===== config.mk =====
export PLATFORM = sky130hd
export DESIGN_NAME = ramp_profile_gen
export DESIGN_NICKNAME = d
export VERILOG_FILES = /design/src/rtl/ramp_pkg.sv /design/src/rtl/step_rate_gen.sv /design/src/rtl/ramp_profile_gen.sv
export SDC_FILE = /design/constraint.sdc
export NUM_CORES = 1
export LEC_CHECK = 0
export ABC_CLOCK_PERIOD_IN_PS = 5500
export BUFFER_PORTS_ARGS = -buffer_cell sky130_fd_sc_hd__buf_2
export CAP_MARGIN = 10
export CORE_UTILIZATION = 55
export CTS_CLUSTER_DIAMETER = 120
export DETAILED_ROUTE_END_ITERATION = 6
export PLACE_DENSITY = 0.71
export SETUP_SLACK_MARGIN = 0.2
export SLEW_MARGIN = 0
export SYNTH_ARGS = -nofsm -noshare
export SYNTH_HDL_FRONTEND = slang
export SYNTH_SLANG_ARGS = --single-unit
export TNS_END_PERCENT = 50

===== constraint.sdc =====
create_clock -name clk -period 5.5 [get_ports clk]
set_clock_uncertainty 0.15 [all_clocks]
set_input_delay 1.1 -clock clk [delete_from_list [all_inputs] [get_ports clk]]
set_output_delay 1.1 -clock clk [all_outputs]
set_load 0.005 [all_outputs]

===== src/rtl/ramp_pkg.sv =====
package ramp_pkg;

    localparam int unsigned CLK_HZ       = 10_000_000;
    localparam int unsigned RST_HOLD_CYC = 3;

    localparam logic [3:0] A_CMD  = 4'h0;
    localparam logic [3:0] A_CTL  = 4'h1;
    localparam logic [3:0] A_RSEL = 4'h2;
    localparam logic [3:0] A_OMD  = 4'h3;
    localparam logic [3:0] A_MAIN_STATUS = 4'h4;
    localparam logic [3:0] A_FEED = 4'h5;
    localparam logic [3:0] A_FL   = 4'h6;
    localparam logic [3:0] A_FH   = 4'h7;
    localparam logic [3:0] A_RATE = 4'h8;
    localparam logic [3:0] A_SCL  = 4'h9;
    localparam logic [3:0] A_SDP  = 4'ha;
    localparam logic [3:0] A_IDLE = 4'hb;
    localparam logic [3:0] A_CNT  = 4'hc;
    localparam logic [3:0] A_IOP  = 4'hd;
    localparam logic [3:0] A_SPD  = 4'he;
    localparam logic [3:0] A_ENV  = 4'hf;

    localparam logic [7:0]  CMD_HI_SPEED = 8'h15;
    localparam logic [7:0]  CMD_STOP     = 8'h08;
    localparam logic [7:0]  RST_START    = 8'h00;
    localparam logic [7:0]  RST_CTL      = 8'h40;
    localparam logic [7:0]  RST_RSEL     = 8'h80;
    localparam logic [7:0]  RST_OMD_PAR  = 8'hc0;
    localparam logic [7:0]  RST_OMD_SER  = 8'he0;
    localparam logic [7:0]  RST_MAIN_STATUS     = 8'h37;
    localparam logic [23:0] RST_ENV_PAR  = 24'h000000;
    localparam logic [23:0] RST_ENV_SER  = 24'h000002;
    localparam logic [3:0]  RST_PH_UNI   = 4'h9;
    localparam logic [3:0]  RST_PH_BI    = 4'h1;

    localparam int unsigned SCURVE_BIT = 5;
    localparam int unsigned AUTO_SLOWDOWN_SEL_BIT   = 3;
    localparam logic [22:0] ACC_MAX    = 23'h7fffff;
    localparam logic [9:0]  SCALE_MIN  = 10'h002;

    typedef enum logic [2:0] {
        ST_IDLE  = 3'b000,
        ST_ACCEL = 3'b001,
        ST_CONST = 3'b010,
        ST_DECEL = 3'b011,
        ST_TAIL  = 3'b100
    } state_t;

    typedef struct packed {
        logic [12:0] start;
        logic [12:0] run;
        logic [15:0] rate;
        logic [9:0]  scale;
    } prof_t;

endpackage


===== src/rtl/step_rate_gen.sv =====
`timescale 1ns/1ps
`default_nettype none
module step_rate_gen #(
    parameter int unsigned SW = 13,
    parameter int unsigned MW = 10
) (
    input  wire logic          clk,
    input  wire logic          nrst,
    input  wire logic          en,
    input  wire logic [SW-1:0] speed,
    input  wire logic [MW-1:0] scale,
    output logic               step
);
    logic [MW-1:0] pre_q;
    logic [SW-1:0] acc_q;
    logic [SW:0]   sum;
    logic [MW-1:0] lim;
    logic          tick;

    // scale below its floor would run faster than defined
    assign lim  = (scale < ramp_pkg::SCALE_MIN) ? ramp_pkg::SCALE_MIN : scale;
    assign tick = en && (pre_q >= lim - 1'b1);
    assign sum  = {1'b0, acc_q} + {1'b0, speed};

    // pulses per second = speed * clk / (scale * 2^SW)
    always_ff @(posedge clk or negedge nrst)
    begin
        if (!nrst)
            pre_q <= '0;
        else if (!en || tick)
            pre_q <= '0;
        else
            pre_q <= pre_q + 1'b1;
    end

    always_ff @(posedge clk or negedge nrst)
    begin
        if (!nrst)
        begin
            acc_q <= '0;
            step  <= 1'b0;
        end
        else if (!en)
        begin
            acc_q <= '0;
            step  <= 1'b0;
        end
        else
        begin
            step <= tick && sum[SW];
            if (tick)
                acc_q <= sum[SW-1:0];
        end
    end
endmodule // step_rate_gen
`default_nettype wire


===== src/rtl/ramp_profile_gen.sv =====
// Strobed register access and the address map were decided locally.
`timescale 1ns/1ps
`default_nettype none
module ramp_profile_gen #(
    parameter bit SERIAL_IF = 1'b0
) (
    input  wire logic        clk,
    input  wire logic        nrst,
    input  wire logic [3:0]  addr,
    input  wire logic [23:0] wdata,
    input  wire logic        wr,
    input  wire logic        rd,
    output logic      [23:0] rdata,
    input  wire logic        unipolar_bipolar_sel,
    output logic             int_out,
    output logic             wait_request_out,
    output logic             plus_pulse_out,
    output logic             minus_pulse_or_direction_out,
    output logic             busy_out,
    output logic             timer_done_out,
    output logic             phase_out_1,
    output logic             phase_out_2,
    output logic             phase_out_3,
    output logic             phase_out_4
);
    ramp_pkg::state_t state_q;
    ramp_pkg::prof_t  prof_q;
    logic [7:0]  start_mode_q;
    logic [7:0]  ctl_q;
    logic [7:0]  rsel_q;
    logic [7:0]  omd_q;
    logic [7:0]  main_status;
    logic [23:0] feed_amount_reg;
    logic [23:0] slowdown_point_reg;
    logic [2:0]  idle_pulse_count_reg;
    logic [23:0] position_counter_reg;
    logic [7:0]  io_port_reg;
    logic [23:0] environment_reg;
    logic [12:0] current_speed_reg;
    logic [12:0] tgt_q;
    logic [22:0] acc_cnt_q;
    logic [2:0]  idle_left_q;
    logic [16:0] rcnt_q;
    logic [3:0]  phase_q;
    logic        slow_q;
    logic        stage_q;
    logic        init_q;

    logic        scurve_sel;
    logic        auto_slowdown_sel;
    logic        step;
    logic        gen_en;
    logic        running;
    logic        start_cmd;
    logic        stop_cmd;
    logic        ramping;
    logic        rtick;
    logic [16:0] rint;
    logic signed [25:0] sd_pt;
    logic        slow_hit;
    logic [12:0] goal;
    logic [12:0] floor_spd;

    ////////////////////////////////////////////////////////////////////////
    assign scurve_sel        = ctl_q[ramp_pkg::SCURVE_BIT];
    assign auto_slowdown_sel = environment_reg[ramp_pkg::AUTO_SLOWDOWN_SEL_BIT];
    assign running   = (state_q != ramp_pkg::ST_IDLE);
    // no pulse may leave once the feed is used up
    assign gen_en    = running && (feed_amount_reg != '0);
    assign start_cmd = wr && addr == ramp_pkg::A_CMD
                       && wdata[7:0] == ramp_pkg::CMD_HI_SPEED;
    assign stop_cmd  = wr && addr == ramp_pkg::A_CMD
                       && wdata[7:0] == ramp_pkg::CMD_STOP;

    // auto: learned count plus signed offset; manual: plain pulse count
    assign sd_pt = auto_slowdown_sel
        ? $signed({3'b000, acc_cnt_q}) + 26'($signed(slowdown_point_reg))
        : $signed({2'b00, slowdown_point_reg});
    assign slow_hit = $signed({2'b00, feed_amount_reg}) <= sd_pt;

    // s-curve caps at the target latched at accel start
    assign goal = (scurve_sel && tgt_q < prof_q.run) ? tgt_q : prof_q.run;
    assign floor_spd = (slow_q || (scurve_sel && stage_q
                        && prof_q.run < prof_q.start))
                       ? prof_q.start : prof_q.run;

    ////////////////////////////////////////////////////////////////////////
    // register writes
    always_ff @(posedge clk or negedge nrst)
    begin
        if (!nrst)
        begin
            start_mode_q <= ramp_pkg::RST_START;
            ctl_q        <= ramp_pkg::RST_CTL;
            rsel_q       <= ramp_pkg::RST_RSEL;
            omd_q        <= SERIAL_IF ? ramp_pkg::RST_OMD_SER
                                      : ramp_pkg::RST_OMD_PAR;
            environment_reg <= SERIAL_IF ? ramp_pkg::RST_ENV_SER
                                         : ramp_pkg::RST_ENV_PAR;
            prof_q               <= '0;
            slowdown_point_reg   <= '0;
            idle_pulse_count_reg <= '0;
            io_port_reg          <= '0;
        end
        else if (wr)
        begin
            unique case (addr)
                ramp_pkg::A_CMD:  start_mode_q <= wdata[7:0];
                ramp_pkg::A_CTL:  ctl_q        <= wdata[7:0];
                ramp_pkg::A_RSEL: rsel_q       <= wdata[7:0];
                ramp_pkg::A_OMD:  omd_q        <= wdata[7:0];
                // speed and rate act live on the running profile
                ramp_pkg::A_FL:   prof_q.start <= wdata[12:0];
                ramp_pkg::A_FH:   prof_q.run   <= wdata[12:0];
                ramp_pkg::A_RATE: prof_q.rate  <= wdata[15:0];
                ramp_pkg::A_SCL:  prof_q.scale <= wdata[9:0];
                ramp_pkg::A_SDP:  slowdown_point_reg   <= wdata;
                ramp_pkg::A_IDLE: idle_pulse_count_reg <= wdata[2:0];
                ramp_pkg::A_IOP:  io_port_reg          <= wdata[7:0];
                ramp_pkg::A_ENV:  environment_reg      <= wdata;
                default: ;
            endcase
        end
    end

    // feed counts down per pulse; a host write wins
    always_ff @(posedge clk or negedge nrst)
    begin
        if (!nrst)
            feed_amount_reg <= '0;
        else if (wr && addr == ramp_pkg::A_FEED)
            feed_amount_reg <= wdata;
        else if (step && feed_amount_reg != '0)
            feed_amount_reg <= feed_amount_reg - 1'b1;
    end

    always_ff @(posedge clk or negedge nrst)
    begin
        if (!nrst)
            position_counter_reg <= '0;
        else if (wr && addr == ramp_pkg::A_CNT)
            position_counter_reg <= wdata;
        else if (step)
            position_counter_reg <= position_counter_reg + 1'b1;
    end

    ////////////////////////////////////////////////////////////////////////
    // register reads, data valid in the following cycle only
    function automatic logic [23:0] reg_read(input logic [3:0] a);
        unique case (a)
            ramp_pkg::A_CMD:  reg_read = {16'h0000, start_mode_q};
            ramp_pkg::A_CTL:  reg_read = {16'h0000, ctl_q};
            ramp_pkg::A_RSEL: reg_read = {16'h0000, rsel_q};
            ramp_pkg::A_OMD:  reg_read = {16'h0000, omd_q};
            ramp_pkg::A_MAIN_STATUS: reg_read = {16'h0000, main_status};
            ramp_pkg::A_FEED: reg_read = feed_amount_reg;
            ramp_pkg::A_FL:   reg_read = {11'h000, prof_q.start};
            ramp_pkg::A_FH:   reg_read = {11'h000, prof_q.run};
            ramp_pkg::A_RATE: reg_read = {8'h00, prof_q.rate};
            ramp_pkg::A_SCL:  reg_read = {14'h0000, prof_q.scale};
            ramp_pkg::A_SDP:  reg_read = slowdown_point_reg;
            ramp_pkg::A_IDLE: reg_read = {21'h000000, idle_pulse_count_reg};
            ramp_pkg::A_CNT:  reg_read = position_counter_reg;
            ramp_pkg::A_IOP:  reg_read = {16'h0000, io_port_reg};
            ramp_pkg::A_SPD:  reg_read = {11'h000, current_speed_reg};
            ramp_pkg::A_ENV:  reg_read = environment_reg;
        endcase
    endfunction

    always_ff @(posedge clk or negedge nrst)
    begin
        if (!nrst)
            rdata <= '0;
        else
            rdata <= rd ? reg_read(addr) : 24'h000000;
    end

    // bit 0 shows idle; upper bits hold their reset pattern
    always_ff @(posedge clk or negedge nrst)
    begin
        if (!nrst)
            main_status <= ramp_pkg::RST_MAIN_STATUS;
        else
            main_status <= {ramp_pkg::RST_MAIN_STATUS[7:1], !running};
    end

    ////////////////////////////////////////////////////////////////////////
    // ramp step timer: one speed unit per rate clocks, doubled for s-curve
    assign ramping = (state_q == ramp_pkg::ST_ACCEL && idle_left_q == '0)
                     || state_q == ramp_pkg::ST_DECEL;
    assign rint = scurve_sel ? {prof_q.rate, 1'b0} : {1'b0, prof_q.rate};
    assign rtick = ramping && (rcnt_q + 1'b1 >= rint);

    always_ff @(posedge clk or negedge nrst)
    begin
        if (!nrst)
            rcnt_q <= '0;
        else if (!ramping || rtick)
            rcnt_q <= '0;
        else
            rcnt_q <= rcnt_q + 1'b1;
    end

    step_rate_gen #(
        .SW (13),
        .MW (10)
    ) u_rate (
        .clk   (clk),
        .nrst  (nrst),
        .en    (gen_en),
        .speed (current_speed_reg),
        .scale (prof_q.scale),
        .step  (step)
    );

    ////////////////////////////////////////////////////////////////////////
    // profile sequencer
    always_ff @(posedge clk or negedge nrst)
    begin
        if (!nrst)
        begin
            state_q           <= ramp_pkg::ST_IDLE;
            current_speed_reg <= '0;
            tgt_q             <= '0;
            slow_q            <= 1'b0;
            stage_q           <= 1'b0;
            idle_left_q       <= '0;
        end
        else if (stop_cmd)
            state_q <= ramp_pkg::ST_IDLE;
        else if (!running)
        begin
            current_speed_reg <= '0;
            if (start_cmd && feed_amount_reg != '0)
            begin
                state_q           <= ramp_pkg::ST_ACCEL;
                current_speed_reg <= prof_q.start;
                tgt_q             <= prof_q.run;
                slow_q            <= 1'b0;
                stage_q           <= 1'b0;
                idle_left_q       <= idle_pulse_count_reg;
            end
        end
        else if (feed_amount_reg == '0)
            state_q <= ramp_pkg::ST_IDLE;
        else if (!slow_q && slow_hit && state_q != ramp_pkg::ST_TAIL)
        begin
            slow_q  <= 1'b1;
            state_q <= ramp_pkg::ST_DECEL;
        end
        else
        begin
            unique case (state_q)
                ramp_pkg::ST_ACCEL:
                begin
                    if (step && idle_left_q != '0)
                        idle_left_q <= idle_left_q - 1'b1;
                    if (rtick)
                    begin
                        if (prof_q.run < current_speed_reg)
                        begin
                            state_q <= ramp_pkg::ST_DECEL;
                            stage_q <= 1'b1;
                        end
                        else if (current_speed_reg < goal)
                            current_speed_reg <= current_speed_reg + 1'b1;
                        else if (scurve_sel && prof_q.run > current_speed_reg)
                            tgt_q <= prof_q.run;
                        else
                            state_q <= ramp_pkg::ST_CONST;
                    end
                end
                ramp_pkg::ST_CONST:
                begin
                    if (prof_q.run > current_speed_reg)
                    begin
                        state_q <= ramp_pkg::ST_ACCEL;
                        tgt_q   <= prof_q.run;
                    end
                    else if (prof_q.run < current_speed_reg)
                        state_q <= ramp_pkg::ST_DECEL;
                end
                ramp_pkg::ST_DECEL:
                begin
                    if (rtick)
                    begin
                        if (current_speed_reg > floor_spd)
                            current_speed_reg <= current_speed_reg - 1'b1;
                        else if (slow_q)
                            state_q <= ramp_pkg::ST_TAIL;
                        else if (stage_q && scurve_sel
                                 && prof_q.run < current_speed_reg)
                            stage_q <= 1'b0;
                        else if (!slow_q && prof_q.run > current_speed_reg)
                        begin
                            state_q <= ramp_pkg::ST_ACCEL;
                            tgt_q   <= prof_q.run;
                        end
                        else
                            state_q <= ramp_pkg::ST_CONST;
                    end
                end
                ramp_pkg::ST_TAIL:
                    current_speed_reg <= prof_q.start;
                default:
                    state_q <= ramp_pkg::ST_IDLE;
            endcase
        end
    end

    // pulses spent accelerating; repeated run changes let it drift
    always_ff @(posedge clk or negedge nrst)
    begin
        if (!nrst)
            acc_cnt_q <= '0;
        else if (start_cmd && !running)
            acc_cnt_q <= '0;
        else if (step && state_q == ramp_pkg::ST_ACCEL
                 && acc_cnt_q != ramp_pkg::ACC_MAX)
            acc_cnt_q <= acc_cnt_q + 1'b1;
    end

    ////////////////////////////////////////////////////////////////////////
    // pins; reset is asynchronous and must be held over three clocks
    always_ff @(posedge clk or negedge nrst)
    begin
        if (!nrst)
        begin
            plus_pulse_out               <= 1'b1;
            minus_pulse_or_direction_out <= 1'b1;
            busy_out                     <= 1'b1;
            int_out                      <= 1'b1;
            wait_request_out             <= 1'b1;
            timer_done_out               <= 1'b0;
        end
        else
        begin
            plus_pulse_out               <= !step;
            minus_pulse_or_direction_out <= 1'b1;
            busy_out                     <= !running;
            int_out                      <= 1'b1;
            wait_request_out             <= 1'b1;
            timer_done_out               <= 1'b0;
        end
    end

    // drive select is caught on the first edge after release
    always_ff @(posedge clk or negedge nrst)
    begin
        if (!nrst)
        begin
            phase_q <= ramp_pkg::RST_PH_UNI;
            init_q  <= 1'b0;
        end
        else if (!init_q)
        begin
            init_q  <= 1'b1;
            phase_q <= unipolar_bipolar_sel ? ramp_pkg::RST_PH_BI
                                            : ramp_pkg::RST_PH_UNI;
        end
    end

    assign phase_out_1 = phase_q[0];
    assign phase_out_2 = phase_q[1];
    assign phase_out_3 = phase_q[2];
    assign phase_out_4 = phase_q[3];

    ////////////////////////////////////////////////////////////////////////
    chk_manual_slow: assert property (@(posedge clk) disable iff (!nrst)
        running && !stop_cmd && !slow_q && !auto_slowdown_sel
        && feed_amount_reg != '0 && state_q != ramp_pkg::ST_TAIL
        && feed_amount_reg <= slowdown_point_reg
        |=> slow_q && state_q == ramp_pkg::ST_DECEL)
        else $error("slow-down not entered at manual point");

    chk_auto_learn: assert property (@(posedge clk) disable iff (!nrst)
        step && state_q == ramp_pkg::ST_ACCEL && acc_cnt_q < ramp_pkg::ACC_MAX
        |=> acc_cnt_q == $past(acc_cnt_q) + 1'b1)
        else $error("accel pulse count missed a pulse");

    chk_start_cmd: assert property (@(posedge clk) disable iff (!nrst)
        start_cmd && !running && feed_amount_reg != '0
        |=> state_q == ramp_pkg::ST_ACCEL ##1 !busy_out)
        else $error("start command did not start motion");

    chk_stop_zero: assert property (@(posedge clk) disable iff (!nrst)
        running && feed_amount_reg == '0 |=> state_q == ramp_pkg::ST_IDLE)
        else $error("motion continued with no feed left");

    chk_feed_down: assert property (@(posedge clk) disable iff (!nrst)
        step && !wr && feed_amount_reg != '0
        |=> feed_amount_reg == $past(feed_amount_reg) - 1'b1)
        else $error("feed amount not decremented on pulse");

    chk_speed_step: assert property (@(posedge clk) disable iff (!nrst)
        $past(rtick) == 1'b0 && $past(state_q) != ramp_pkg::ST_IDLE
        && $past(state_q) != ramp_pkg::ST_TAIL && running
        |-> $stable(current_speed_reg))
        else $error("speed changed without a ramp tick");

    chk_reset_vals: assert property (@(posedge clk) disable iff (!nrst)
        !init_q |-> ctl_q == ramp_pkg::RST_CTL && rsel_q == ramp_pkg::RST_RSEL
        && start_mode_q == ramp_pkg::RST_START && busy_out && !timer_done_out)
        else $error("reset values wrong after release");

    chk_phase_init: assert property (@(posedge clk) disable iff (!nrst)
        $rose(init_q) |-> phase_q == ($past(unipolar_bipolar_sel)
        ? ramp_pkg::RST_PH_BI : ramp_pkg::RST_PH_UNI))
        else $error("phase reset pattern wrong");

    chk_pulse_low: assert property (@(posedge clk) disable iff (!nrst)
        !plus_pulse_out |=> plus_pulse_out)
        else $error("pulse output low for more than a cycle");
endmodule // ramp_profile_gen
`default_nettype wire


==> results.toml, run 1 <==
[pwr]
p_per_area_nw_per_um2 = 444
leakage_nw = 10.2
peakVddDrop_mv = 0.319

[yosys]
async_reset_ff_share_pct = 100
synth-main-ff-cell = "dfrtp_1"
yosys.area.top_type = "dfrtp_1"
netlist_area_sq_um = 20300
ys_types = 83
yosysSeqAreaShare_pct = 39.1
synth-simple-area-share_pct = 13.8
synth_xor_area_share_pct = 5.74
synth.area.mux_share_pct = 12.9
yosys.area_share.adder_pct = 10.7
synth_warnings = 0
yosysMostFrequentCell = "dfrtp_1"
synth-compound-area-share_pct = 14.5
synthCells = 2062
synth_top_family_by_area = "compound AO/OA/AOI/OAI gates"
synth.area.top_cells = "dfrtp_1, ha_1, mux2_2"
synth_top_cell_area_share_pct = 38.2
ys_ff_latch = 317
ys_top_cells_by_count = "dfrtp_1, nand2_1, ha_1"
synth_edf_count = 0
syn_area_per_cell_sq_um = 9.84

[timing]
slew_violations = 0
rsz0062_at_grt = "true"
fin_tns_setup_ns = 0
period_share_pct = 95.0
fmax_mhz = 191
worstMarginPinSlew_ns = 1.08
setup_viol = 0
hold_viol = 0
hold_ws_ns = 0.267
period_needed_ns = 5.22
maxSlewHeadroom_pct = 27.5

[clock_tree]
hold_buffers = 0
clock_path_buffers = 3
root_buffer = "clkbuf_16"
numCtsBuffers = 37
numClockSinks = 317
h-tree-depth = 2
clk_pin_slew_worst_paths_ns = 0.06
clk_latency_ns = 0.54
cts_tree = "yes"

[critical_path]
endpoint_kind = "flop"
reg2regPathDepth = 22
timing_worst_setup_path_type = "flop to flop"
r2r-end = "tgt_q[0]"
rrSetupSlack_ns = 0.28
critPathLaunchType = "flop"
cp_max_fo = 13
rr_startpoint = "slowdown_point_reg[1]"
cp.arrival_ns = 5.49
cp.required_ns = 5.76
cp-startpoint = "slowdown_point_reg[1]"

[detailed_routing]
firstDrtPassIters = 6
drtIter0Drc = 1348
num_vias = 16700
viasPerCell = 6.39
antenna_left = 0
drc = 0
wire_per_inst_um = 22.5
wl_mm = 58.9

[placed_design]
dp_hpwl_mm = 43.1
port_buffers = 59
gp_congestion = 0.949

[job]
maxCapViolations = 0

[finish]
largest_reg_flops = 52
syn_to_final_growth_pct = 11.6
largest_register = "prof_q"
finalCoreUtilization_pct = 63.0
drive_gt1_share_pct = 17.0
n_fill_cell = 2933
finalNetCount = 2332

[floorplanning]
rows = 69
core_sq_um = 35900
start_util_pct = 56.5
boundaryPins = 67
die_x_um = 194
dieArea_sq_um = 37700
fp.dieH_um = 194

[global_routing]
grt_max_degree = 107
grt_pass1_wl_mm = 93.1
grt_pass1_vias = 16700
antenna_found_initial = 1
overflow = 0
gr-usage-all-layers_pct = 31.4

[outcome]
status = "completed"

[min_path]
whs_endpoint = "phase_q[3]"
min_path_type = "flop to flop"
min_from = "init_q"
hold-path-cell-count = 1
## worst max-delay path by stage
stage	cells past startpoint	end
after floorplan	21	tgt_q[10]
after global placement	22	tgt_q[1]
after detailed placement	22	tgt_q[12]
after CTS	22	tgt_q[0]
after global routing	22	tgt_q[7]
final	22	tgt_q[0]
## metrics by stage
stage               std cells  worst slack, ns  area (sq um)  total power [mW]
floorplan                2068            0.521         20300              6.11
global placement         2546            0.282         21200              7.22
detailed placement       2546            0.151         21200              7.36
CTS                      2612            0.295         22500              9.93
global route             2615           0.0419         22600              10.7
finish                   2616            0.276         22600              10.0
## final cells by class
class                   instances  area, sq um  share of cell area [%]
inverters                      76          285                    1.26
well taps                     461          577                    2.55
multi-input cells            1589        11900                    52.5
diodes                          1         2.50                  0.0111
repair buffers                106          683                    3.02
clock inverters                10          110                   0.487
flip-flops and latches        317         7940                    35.1
clock buffers                  56         1140                    5.04
## critical path, stage by stage, from the launching register on
cell and delay (ns):
dfrtp_1 0.38, ha_1 0.32, a211oi_2 0.23, nor2_1 0.10, a21oi_1 0.18, nand2_2 0.10, a31oi_4 0.22, o21ai_2 0.10
o41ai_2 0.38, buf_4 0.19, a2bb2oi_2 0.14, xor2_1 0.16, ha_1 0.27, a211o_1 0.26, a21oi_1 0.12, o21ai_1 0.09
a2111oi_2 0.38, a21oi_2 0.14, nor4_2 0.30, nand3_1 0.20, nand3_2 0.16, buf_12 0.15, mux2_2 0.33
## logic make-up after synthesis
kind of cell,Yosys count
buffers and inverters,162
adder cells (fa/ha/maj),172
AND/OR/NAND/NOR,583
AO/OA/AOI/OAI,452
flip-flops,317
other,2
multiplexers,241
XOR/XNOR,133
## per-layer routing
metal / up-vias / share of wire (%) / global-route usage (%)
li1: 7650 / - / -
met1: 8179 / 42 / 42.2
met2: 710 / 45 / 49.7
met3: 187 / 7.8 / 5.27
met4: 0 / 4.8 / 14.8
met5: - / 0 / 0
## placed cells by master, fill, tap and decap left out, types with 9 or more instances in the layout
| master | instances |
|---|---|
| a22o_1 | 13 |
| clkbuf_16 | 39 |
| buf_4 | 45 |
| a22oi_1 | 52 |
| ha_1 | 162 |
| a221oi_1 | 14 |
| nor4_1 | 16 |
| clkbuf_8 | 10 |
| a21oi_1 | 92 |
| a222oi_1 | 9 |
| o31ai_1 | 9 |
| nand3_1 | 79 |
| and3_1 | 26 |
| buf_2 | 58 |
| a31oi_1 | 17 |
| mux2i_1 | 80 |
| mux2_1 | 10 |
| or3_1 | 10 |
| nand2b_1 | 20 |
| nor3_1 | 28 |
| xor2_1 | 56 |
| nor2_1 | 126 |
| nand2_1 | 181 |
| inv_1 | 76 |
| xnor2_1 | 77 |
| nor2b_1 | 30 |
| o21ai_0 | 109 |
| a211oi_1 | 11 |
| dfrtp_1 | 310 |
| a21o_1 | 28 |
| mux2_2 | 151 |
| nand4_1 | 22 |
| o21ai_1 | 17 |
## what timing repair did
action                     in CTS  in global routing
setup endpoints to repair      17                 33
buffers inserted                0                  3
pin swaps                       2                 13
gates resized for setup         3                 26
## power breakdown
part / leakage [nW] / total, mW / internal (mW) / switching, mW
Combinational: 5.67 / 3.97 / 1.79 / 2.18
Sequential: 3.90 / 3.54 / 2.82 / 0.714
Clock: 0.617 / 2.54 / 1.52 / 1.01
Total: 10.2 / 10.0 / 6.13 / 3.90
Note: power is estimated with default switching activity, not from simulation.
==> run 2: changes to the inputs <==
--- a/config.mk
+++ b/config.mk
@@ -16,5 +16,6 @@
 export SLEW_MARGIN = 0
 export SYNTH_ARGS = -nofsm -noshare
 export SYNTH_HDL_FRONTEND = slang
+export SYNTH_HIERARCHICAL = 1
 export SYNTH_SLANG_ARGS = --single-unit
 export TNS_END_PERCENT = 50
==> results.toml, run 2 <==
[outcome]
status = "completed"

[pwr]
peakVddDrop_mv = 0.263
p_per_area_nw_per_um2 = 444
leakage_nw = 10.1
p_total_mw = 10.0

[global_routing]
overflow = 0
grt_pass1_wl_mm = 92.0
grt_pass1_vias = 16300
grt_max_degree = 121
antenna_found_initial = 1
gr-usage-all-layers_pct = 30.9

[critical_path]
rr_startpoint = "slowdown_point_reg[6]"
cp.arrival_ns = 5.28
endpoint_kind = "flop"
timing_worst_setup_path_type = "flop to flop"
cp_max_fo = 13
reg2regPathDepth = 18
cp.required_ns = 5.77
cp-startpoint = "slowdown_point_reg[6]"
critPathLaunchType = "flop"

[detailed_routing]
drc = 0
drtIter0Drc = 1486
viasPerCell = 6.38
num_vias = 16600
wl_mm = 58.3
wire_per_inst_um = 22.4
firstDrtPassIters = 6
antenna_left = 0

[finish]
final_common_cell = "dfrtp_1"
finalNetCount = 2309
layout_common_cells = "dfrtp_1, ha_1, nand2_1"
largest_register = "prof_q"
diodes = 0
fin_cells = 2598
drive_gt1_share_pct = 16.8
largest_reg_flops = 52
syn_to_final_growth_pct = 9.81

[min_path]
min_path_type = "flop to flop"
min_from = "init_q"
hold-path-cell-count = 1

[clock_tree]
cts_tree = "yes"
clk_latency_ns = 0.55
numClockSinks = 317
clock_path_buffers = 3
clk_pin_slew_worst_paths_ns = 0.06
h-tree-depth = 2
root_buffer = "clkbuf_16"
numCtsBuffers = 36

[yosys]
ys_top_cells_by_count = "dfrtp_1, ha_1, nand2_1"
synth_warnings = 6
synth_top_cell_area_share_pct = 37.8
ys_ff_latch = 317
yosys.area.top_type = "dfrtp_1"
synth-main-ff-cell = "dfrtp_1"
synth_edf_count = 0
async_reset_ff_share_pct = 100
ys_types = 94
yosysMostFrequentCell = "dfrtp_1"
synth.area.top_cells = "dfrtp_1, ha_1, mux2_2"
yosysSeqAreaShare_pct = 38.7
netlist_area_sq_um = 20500
synthCells = 2048
syn_area_per_cell_sq_um = 10.0

[timing]
hold_viol = 0
setup_viol = 0
period_share_pct = 91.0
worstMarginPinSlew_ns = 1.21
period_needed_ns = 5.01
rsz0062_at_grt = "false"
worst_slack_ns = 0.495
fin_tns_setup_ns = 0
fmax_mhz = 200
maxSlewHeadroom_pct = 19.6
slew_violations = 0

[placed_design]
gp_congestion = 0.945
port_buffers = 59
dpl_worst_slack_ns = 0.246
dp_hpwl_mm = 42.7
dpl.cell_count = 2533

[floorplanning]
core_sq_um = 36700
start_util_pct = 55.9
boundaryPins = 67
fp.dieH_um = 195
die_x_um = 195
rows = 70
dieArea_sq_um = 38100

[job]
maxCapViolations = 0
## run 2: changes by cell type after synthesis, moves of 11 or more
| cell | before | now |
|---|---|---|
| nand2_1 | 182 | 155 |
| nand3_1 | 80 | 59 |
| mux2i_1 | 80 | 66 |
| xnor2_1 | 77 | 63 |
| o21a_1 | 6 | 19 |
| a22o_1 | 13 | 24 |
## run 2: layout make-up
| class | instances | area [sq um] |
|---|---|---|
| inverter | 83 | 312 |
| sequential | 317 | 7940 |
| clock inverter | 14 | 135 |
| multi-input combinational | 1572 | 11900 |
| fill | 3066 | 14200 |
| clock buffer | 49 | 1000 |
| tap | 468 | 586 |
| timing repair buffer | 95 | 608 |
## run 2: worst paths after layout
path | to | slack [ns]
worst max-delay path | tgt_q[11] | 0.49
worst min-delay path | phase_q[3] | 0.26
worst max register to register | tgt_q[11] | 0.49
worst min register to register | phase_q[3] | 0.26
max in group asynchronous | acc_cnt_q[20] | 3.57
min in group asynchronous | u_rate/acc_q[8] | 0.52
## run 2: critical path: stages, from the launching register on
cell and delay, ns:
dfrtp_1 0.45, ha_1 0.41, a221oi_1 0.33, o221ai_1 0.21, a211oi_2 0.26, o31a_1 0.25
a21oi_1 0.11, a21oi_1 0.22, nand4b_1 0.12, o311a_1 0.16, ha_1 0.32, a2111oi_0 0.41
nand2_1 0.10, o32ai_1 0.38, o21a_1 0.17, o31a_4 0.27, nor4_4 0.08, buf_6 0.17
mux2_4 0.30
## run 2: power by group
part,switching [mW],internal [mW],total (mW)
clock network,0.996,1.37,2.37
logic,2.18,1.86,4.05
registers,0.750,2.83,3.59
## run 2: kinds of logic after synthesis
| logic type | Yosys count | synth area share (%) |
|---|---|---|
| and+or+nand+nor | 558 | 13.5 |
| AOI/OAI and AO/OA | 488 | 16.5 |
| DFF | 317 | 38.7 |
| muxes | 227 | 12.2 |
| adders and majority gates | 171 | 10.5 |
| buffers and inverters | 165 | 3.34 |
| xor gates and xnor gates | 120 | 5.12 |
| other | 2 | 0.0366 |
## run 2: per-layer routing
metal / GRT usage (%) / vias to the layer above / share of wire [%]
met1: 43.4 / 8136 / 45
met4: 10.8 / 2 / 3.4
met3: 5.46 / 127 / 7.4
met5: 0 / - / 0.017
li1: - / 7662 / -
met2: 48.0 / 660 / 44
## run 2: timing repair
item                                    4_1_cts  5_1_grt
hold buffers                                  0        0
buffers inserted                              0        1
endpoints found under the setup margin        0       22
hold endpoints to repair                      0        0
resized for setup                             0        9
## run 2: metrics by stage
step / area, sq um / utilization (%) / hold WS (ns)
2_1_floorplan: 20500 / - / 0.241
3_3_place_gp: 21400 / 58.2 / 0.247
3_5_place_dp: 21400 / 58.2 / 0.255
4_1_cts: 22500 / 61.3 / 0.265
5_1_grt: 22500 / 61.4 / 0.287
6_report: 22500 / 61.4 / 0.262
